### src/ncr_map.vh
// constants for the stored configuration restore block
// assumes inclusion by bare name from the design files
`ifndef NCR_MAP_VH
`define NCR_MAP_VH
`define NCR_CMD_RESTORE 8'hF2
`define NCR_SEL_LSB 0
`define NCR_SEL_MSB 3
`define NCR_RSV_LSB 4
`define NCR_RSV_MSB 7
`define NCR_NUM_SETS 16
`define NCR_WORDS_PER_SET 16
`endif

### src/ncr_restore.v
// stored configuration restore engine for a dual output regulator controller
// assumes a command decoder on REF_CLK_I presenting one written byte per pulse
// Function
// - on restore command with data while outputs are disabled (OUT_EN_I low), copy every word of chosen set to active settings
// - restore is global, independent of the selected output page
// - restore carries exactly one data byte and is write only
// - set number comes from data bits 3:0; bits 7:4 are reserved
`timescale 1ns/1ps
`include "ncr_map.vh"
module ncr_restore #(
  parameter SEL_W = 4,
  parameter IDX_W = 4,
  parameter DW = 16
) (
  input wire REF_CLK_I,
  input wire SYS_RST_I,
  input wire CMD_WR_I,
  input wire [7:0] CMD_CODE_I,
  input wire [7:0] CMD_DATA_I,
  input wire [7:0] CMD_LEN_I,
  input wire [1:0] PAGE_I,
  input wire OUT_EN_I,
  input wire NVM_WR_I,
  input wire [SEL_W+IDX_W-1:0] NVM_WADDR_I,
  input wire [DW-1:0] NVM_WDATA_I,
  output wire BUSY_O,
  output reg ACT_WR_O,
  output reg [IDX_W-1:0] ACT_ADDR_O,
  output reg [DW-1:0] ACT_DATA_O,
  output reg DONE_O,
  output reg REFUSED_O,
  output reg [SEL_W-1:0] LAST_SET_O
);
  localparam ST_IDLE = 2'b00;
  localparam ST_READ = 2'b01;
  localparam ST_COPY = 2'b10;
  localparam integer LAST_IDX_INT = `NCR_WORDS_PER_SET - 1;
  localparam [IDX_W-1:0] LAST_IDX = LAST_IDX_INT[IDX_W-1:0];
  reg [1:0] state_reg, state_next;
  reg [SEL_W-1:0] set_reg, set_next;
  reg [IDX_W-1:0] idx_reg, idx_next;
  reg [IDX_W-1:0] wr_idx_reg;
  reg copy_en_reg;
  wire [DW-1:0] rd_data;
  wire cmd_hit;
  wire len_ok;
  // page select is not part of the match
  assign cmd_hit = CMD_WR_I && (CMD_CODE_I == `NCR_CMD_RESTORE);
  assign len_ok = (CMD_LEN_I == 8'h01);
  assign BUSY_O = (state_reg != ST_IDLE);
  ncr_mem #(.AW(SEL_W+IDX_W), .DW(DW)) u_mem (
    .clk_i(REF_CLK_I),
    .wr_en_i(NVM_WR_I),
    .wr_addr_i(NVM_WADDR_I),
    .wr_data_i(NVM_WDATA_I),
    .rd_addr_i({set_reg, idx_reg}),
    .rd_data_o(rd_data)
  );
  always @* begin
    state_next = state_reg;
    set_next = set_reg;
    idx_next = idx_reg;
    case (state_reg)
      ST_IDLE: begin
        if (cmd_hit && len_ok && !OUT_EN_I) begin
          // upper nibble is reserved and dropped
          set_next = CMD_DATA_I[`NCR_SEL_MSB:`NCR_SEL_LSB];
          idx_next = {IDX_W{1'b0}};
          state_next = ST_READ;
        end
      end
      ST_READ: begin
        idx_next = idx_reg + 1'b1;
        state_next = ST_COPY;
      end
      ST_COPY: begin
        if (wr_idx_reg == LAST_IDX) begin
          state_next = ST_IDLE;
        end else begin
          idx_next = idx_reg + 1'b1;
        end
      end
      default: begin
        state_next = ST_IDLE;
      end
    endcase
  end
  always @(posedge REF_CLK_I) begin
    if (SYS_RST_I) begin
      state_reg <= ST_IDLE;
      set_reg <= {SEL_W{1'b0}};
      idx_reg <= {IDX_W{1'b0}};
      wr_idx_reg <= {IDX_W{1'b0}};
      copy_en_reg <= 1'b0;
      ACT_WR_O <= 1'b0;
      ACT_ADDR_O <= {IDX_W{1'b0}};
      ACT_DATA_O <= {DW{1'b0}};
      DONE_O <= 1'b0;
      REFUSED_O <= 1'b0;
      LAST_SET_O <= {SEL_W{1'b0}};
    end else begin
      state_reg <= state_next;
      set_reg <= set_next;
      idx_reg <= idx_next;
      // read data lag the address by one cycle
      copy_en_reg <= (state_reg == ST_READ) || (state_reg == ST_COPY && state_next == ST_COPY);
      if (copy_en_reg) begin
        wr_idx_reg <= wr_idx_reg + 1'b1;
      end else begin
        wr_idx_reg <= {IDX_W{1'b0}};
      end
      ACT_WR_O <= copy_en_reg;
      ACT_ADDR_O <= wr_idx_reg;
      ACT_DATA_O <= rd_data;
      DONE_O <= (state_reg == ST_COPY) && (state_next == ST_IDLE);
      if (state_reg == ST_COPY && state_next == ST_IDLE) begin
        LAST_SET_O <= set_reg;
      end
      REFUSED_O <= cmd_hit && (BUSY_O || !len_ok || OUT_EN_I);
    end
  end
endmodule // ncr_restore

### src/ncr_mem.v
// stored configuration memory: one read port, registered read data
// assumes contents are loaded through the write port by the surrounding chip
`timescale 1ns/1ps
module ncr_mem #(
  parameter AW = 8,
  parameter DW = 16
) (
  input wire clk_i,
  input wire wr_en_i,
  input wire [AW-1:0] wr_addr_i,
  input wire [DW-1:0] wr_data_i,
  input wire [AW-1:0] rd_addr_i,
  output reg [DW-1:0] rd_data_o
);
  reg [DW-1:0] mem [0:(1<<AW)-1];
  always @(posedge clk_i) begin
    if (wr_en_i) begin
      mem[wr_addr_i] <= wr_data_i;
    end
    rd_data_o <= mem[rd_addr_i];
  end
endmodule // ncr_mem

### config.mk
export PLATFORM = sky130hd
export DESIGN_NAME = ncr_restore
export DESIGN_NICKNAME = d
export VERILOG_FILES = /design/src/ncr_restore.v /design/src/ncr_mem.v
export VERILOG_INCLUDE_DIRS = /design/src
export SDC_FILE = /design/constraint.sdc
export NUM_CORES = 2
export LEC_CHECK = 0
export BUFFER_PORTS_ARGS = -buffer_cell sky130_fd_sc_hd__buf_2
export CELL_PAD_IN_SITES_DETAIL_PLACEMENT = 0
export CELL_PAD_IN_SITES_GLOBAL_PLACEMENT = 2
export CORE_MARGIN = 5
export CORE_UTILIZATION = 45
export DETAILED_ROUTE_END_ITERATION = 8
export PLACE_DENSITY = 0.79
export SETUP_SLACK_MARGIN = 0.4
export SLEW_MARGIN = 30
export SYNTH_ARGS = -nofsm -noshare
export SYNTH_HDL_FRONTEND = slang
export SYNTH_SLANG_ARGS = --single-unit
### constraint.sdc
create_clock -name REF_CLK_I -period 2.4 [get_ports REF_CLK_I]
set_input_delay 0.12 -clock REF_CLK_I [delete_from_list [all_inputs] [get_ports REF_CLK_I]]
set_output_delay 0.12 -clock REF_CLK_I [all_outputs]
set_load 0.05 [all_outputs]
# [Word level (Yosys, flattened, before mapping)]
# Memory sizes are Yosys's and may differ from the RTL's. A register that Yosys moved wholly into a read port is not among the register bits.
# Index checks and enable logic that the tools add are counted.
# Widths: inputs -> output; s select.
[op_classes] add_sub_neg=2 n_eq_ne=8 n_mux=8 bitwise_logic=1 reduce_logical=18
[op_table] cell="$pmux 4 s3" count=1
[op_table] cell="$add 4x1->4 const B" count=2
[op_table] cell="$eq 8x1->1 const B" count=1
[op_table] cell="$eq 8x8->1 const B" count=1
[op_table] cell="$mux 4" count=2
[op_table] cell="$logic_and 1x1->1" count=6
[op_table] cell="$pmux 2 s3" count=1
[op_table] cell="$eq 2x2->1 const B" count=2
[op_table] cell="$eq 4x4->1 const B" count=1
[op_table] cell="$logic_not 2->1" count=2
[op_table] cell="$mux 2" count=2
[op_table] cell="$ne 2x2->1 const B" count=2
[op_table] cell="$logic_or 1x1->1" count=3
[op_table] cell="$reduce_and 3->1" count=1
[op_table] cell="$reduce_bool 3->1" count=1
[op_table] cell="$eq 2x1->1 const B" count=1
[op_table] cell="$logic_not 1->1" count=2
[op_table] cell="$mux 1" count=2
[op_table] cell="$reduce_and 2->1" count=1
[op_table] cell="$reduce_bool 2->1" count=1
[op_table] cell="$reduce_or 2->1" count=1
[op_table] cell="$not 1->1" count=1
[word_totals] ff_bits=42 mem_bits_rw=4096 in_bits=55 word_cells=49 memories=1
[memory_table] name="u_mem.mem" words=256 width=16 read_ports=1 rd_ports_with_merged_regs=1 wr=1 line="ncr_mem.v:15" rtl="reg [DW-1:0] mem [0:(1<<AW)-1];"

# [Depth between registers and ports, before layout]
[logic_depth] word_depth=9 ltp_mapped=12 mapped_depth_nobuf=7

# [Hierarchy]
# A second synthesis with hierarchy kept.
[unflattened] cells_unflattened=7511 area_unflattened_um2=160272.5
[modules_own_cells] module="ncr_mem" n_inst=1 cells_per_inst=7360 area_each_um2=158714.7 seq_area_each_um2=123318.3
[modules_own_cells] module="ncr_restore" n_inst=1 cells_per_inst=151 area_each_um2=1557.7 seq_area_each_um2=840.8

# [Worst setup path before layout]
# OpenSTA, ideal clock, no wires.
[synth_path] path_type="register to register" startpoint="reg idx_reg[0]" endpoint="reg u_mem.rd_data_o[10] (read register of u_mem.mem)" setup_time_ns=0.122 arrival_time_ns=2.255 t_required_ns=2.278 path_slack_ns=0.023 path_stages_with_launch=9 n_path_buf=3 period_less_slack_ns=2.377 cell_sequence="dfxtp_1 -> buf_4 -> buf_8 -> buf_2 -> mux4_2 -> mux4_2 -> a22o_1 -> nor3_1 -> nor4_1"
[synth_rtl] item="from (decl)" line="ncr_restore.v:41" rtl="reg [IDX_W-1:0] idx_reg, idx_next;"
[synth_rtl] item="from (signal assigned)" line="ncr_restore.v:92" rtl="idx_reg <= {IDX_W{1'b0}};"
[synth_rtl] item="from (signal assigned)" line="ncr_restore.v:104" rtl="idx_reg <= idx_next;"
[synth_rtl] item="to (decl)" line="ncr_mem.v:13" rtl="output reg [DW-1:0] rd_data_o"

==> flow_metrics.py <==
metrics = {
    "run_status": {
        "outcome": "complete, but fails checks",
        "violations": "setup timing",
    },
    "power_and_ir_drop": {
        "p_leak_uw": 0.0594,
        "pwr-share-comb": 0.014,
        "switchingPower_uw": 29100,
        "clockPowerShare": 0.439,
        "finalPower_uw": 146000,
        "peakVddDrop_mv": 0.849,
        "netSwitchingFraction": 0.199,
        "p_seq_frac": 0.546,
        "power_density_nw_per_um2": 755,
        "p_int_uw": 117000,
    },
    "sta": {
        "drv_slew": 0,
        "grt_setup_unrepaired": "true",
        "fmaxAchievable_mhz": 321,
        "worst_slew_pin_slew_ps": 1020,
        "finalHoldViolCount": 0,
        "fin_tns_setup_ps": -9010,
        "final.setup_skew_ps": 60.6,
        "relSlewSlack": 0.321,
        "period_needed_ps": 3110,
        "hold-worst-slack_ps": 89.3,
        "setup_violations": 16,
        "fin_crit_sh": 1.30,
        "setup_ws_ps": -712,
    },
    "global_route": {
        "overflow": 0,
        "antenna_found_initial": 28,
        "grt_pass1_vias": 83147,
        "grt_util_all_layers": 0.234,
        "grt_max_degree": 126,
        "grt_pass1_wl_um": 618000,
    },
    "critical_path": {
        "reg2reg_slack_ps": -710,
        "critPathLaunchType": "flip-flop",
        "crit_arrival_ps": 3970,
        "cp_max_fo": 8,
        "crit_type": "reg2reg",
        "cp_data_required_time_ps": 3260,
        "end_kind": "flip-flop",
    },
    "synth": {
        "netlist_area_um2": 160000,
        "ys_types": 55,
        "synth_seq_area_share": 0.774,
        "synth_edf_count": 4096,
        "avgSynthCellArea_um2": 21.4,
        "synthesis.nets": 7554,
        "ys_warn_count": 0,
        "synth-main-ff-cell": "edfxtp_1",
        "synthArstFlopShare": 0,
        "syn_inst": 7493,
        "yosys_register_bits": 4154,
    },
    "drt": {
        "finalWirelength_um": 438000,
        "via_count": 83445,
        "drtPass1Iterations": 6,
        "wl_per_cell_um": 31.4,
        "ant_nets": 0,
        "via_per_inst": 5.98,
        "drt_iter0_drc": 10092,
        "drc": 0,
    },
    "cells_and_area": {
        "largest_register_ffs": 4096,
        "reg_top3": "u_mem.mem: 4096 flops, ACT_DATA_O: 16 flops, u_mem.rd_data_o: 16 flops",
        "area_growth_pct": 20.7,
        "drive_above_1_share": 0.336,
        "regMostFlops": "u_mem.mem",
        "fin_nets": 8892,
        "fin_area_um2": 194000,
    },
    "clocking": {
        "clkLatencyLatePin_ps": 980,
        "cts.clk_slew.worst_paths_ps": 60,
        "cts.sinks": 4154,
        "cts_htree_levels": 5,
        "cts_tree": "done",
        "root_buffer": "clkbuf_16",
        "cts_buffer_depth": 4,
        "cts-buffers-inserted": 406,
    },
    "floorplanning": {
        "dieArea_um2": 368000,
        "start_util": 0.451,
        "fp.dieH_um": 607,
        "core.rowCount": 219,
        "ioPinCount": 83,
        "die_x_um": 607,
        "core_um2": 355000,
    },
    "min_path": {
        "hold_path.class": "in2reg",
    },
    "place": {
        "gp_congestion": 0.918,
        "post-place-ws_ps": -1210,
        "placed_cell_area_um2": 177000,
        "portBuffers": 76,
        "post-dp-hpwl_um": 276000,
    },
    "job": {
        "max_cap_violations": 0,
    },
}
worst max-delay path: stages (launching register included):
cell and delay, ps:
dfxtp_4 350, buf_12 150, buf_16 180, buf_16 170
buf_12 140, clkbuf_16 170, buf_12 150, mux4_2 410
o22ai_2 90, buf_6 140, a211oi_2 180, buf_4 150
nand4_1 350, nor4_2 330
per-stage QoR:
stage	cells	util
CTS	13860	0.540
finish	13948	0.545
detailed placement	13030	0.497
global route	13946	0.545
global placement	13028	0.497
floorplan	7493	-
Yosys cell counts, drive strengths merged (2+ instances only):
cell	number	share of area
and2	4	0.00016
nor3b	3	0.00014
a21boi	21	0.00098
mux2i	678	0.042
nand2b	11	0.00043
buf	235	0.013
nand2	102	0.0024
ha	6	0.00047
nand3	34	0.0011
a211oi	71	0.0033
o31ai	2	0.000094
nor3	125	0.0039
a22o	33	0.0018
a32o	2	0.00012
o32ai	2	0.00011
and4b	3	0.00019
clkbuf	227	0.0053
mux4	788	0.11
o22ai	101	0.0039
a21oi	75	0.0023
or2	7	0.00027
edfxtp	4096	0.77
o211ai	3	0.00014
o311ai	16	0.00087
or3	2	0.000078
o221a	3	0.00021
o21ai	9	0.00028
dfxtp	58	0.0072
inv	10	0.00023
nand4	28	0.0011
mux2	14	0.00098
nor2b	46	0.0018
o221ai	342	0.019
and3	2	0.000078
nor4	45	0.0018
nor2	278	0.0065
per-layer routing:
layer / global-route usage / vias to the layer above / part of all wire
li1: - / 34480 / -
met1: 0.329 / 44207 / 0.39
met2: 0.372 / 4083 / 0.48
met3: 0.0419 / 667 / 0.089
met4: 0.0791 / 8 / 0.038
met5: 0 / - / 0.00021
power groups by stage:
stage               sequential, uW  combinational (uW)  clock (uW)
finish                       79800                2120       64300
global route                 79800                2200       68400
CTS                          79800                2100       65200
detailed placement           81400                2030           0
global placement             81400                1920           0
floorplan                    81400                 212           0
area by class of cell:
type                            count  area (um2)
Tap cell                         4751        5940
Timing Repair Buffer             1392       14700
Multi-Input combinational cell   2866       35200
Fill cell                       26539      162000
Sequential cell                  4154      124000
Antenna cell                       20        50.0
Clock buffer                      513       10800
Clock inverter                    241        2680
Inverter                           11        60.1
final timing paths:
check / from / end / depth (start not counted)
min reg2reg: u_mem.rd_data_o[9] / ACT_DATA_O[9] / 1
max reg2reg: idx_reg[0] / u_mem.rd_data_o[14] / 13
max: idx_reg[0] / u_mem.rd_data_o[14] / 13
min: NVM_WADDR_I[1] / u_mem.mem[163][0] / 4
cell families (layout without fill, tap and decap cells):
kind of cell	Yosys count	after routing	share of synthesized area
buf+inv	473	2157	0.0183
mux	1480	1480	0.154
other cells	0	20	0
compound gates	683	683	0.0330
fa+ha+maj	6	6	0.000468
xor+xnor	2	2	0.000109
flops	4154	4154	0.774
simple gates	695	695	0.0201
what timing repair did:
action / CTS / global route
endpoints found under the hold margin: 3837 / 3
pin swaps: 15 / 45
setup buffers: 22 / 55
cloned: 9 / 6
hold buffers: 45 / 8
endpoints found under the setup margin: 21 / 128
gates resized for setup: 191 / 150
layout by cell type, fill, tap and decap left out, types with 26 or more instances in the layout:
master / n
a211oi_1: 46
a21oi_1: 72
buf_12: 254
buf_16: 26
buf_2: 55
buf_4: 930
buf_6: 45
bufinv_16: 45
clkbuf_1: 86
clkbuf_16: 415
clkinv_1: 79
clkinv_2: 70
dfxtp_1: 50
dlygate4sd3_1: 52
edfxtp_1: 4096
mux2i_1: 668
mux4_2: 788
nand2_1: 99
nand3_1: 28
nand4_1: 28
nor2_1: 145
nor2_2: 93
nor2_4: 40
nor2b_1: 46
nor3_1: 91
o221ai_1: 301
o221ai_2: 40
o22ai_1: 92
Note: power is estimated with default switching activity, not from simulation.
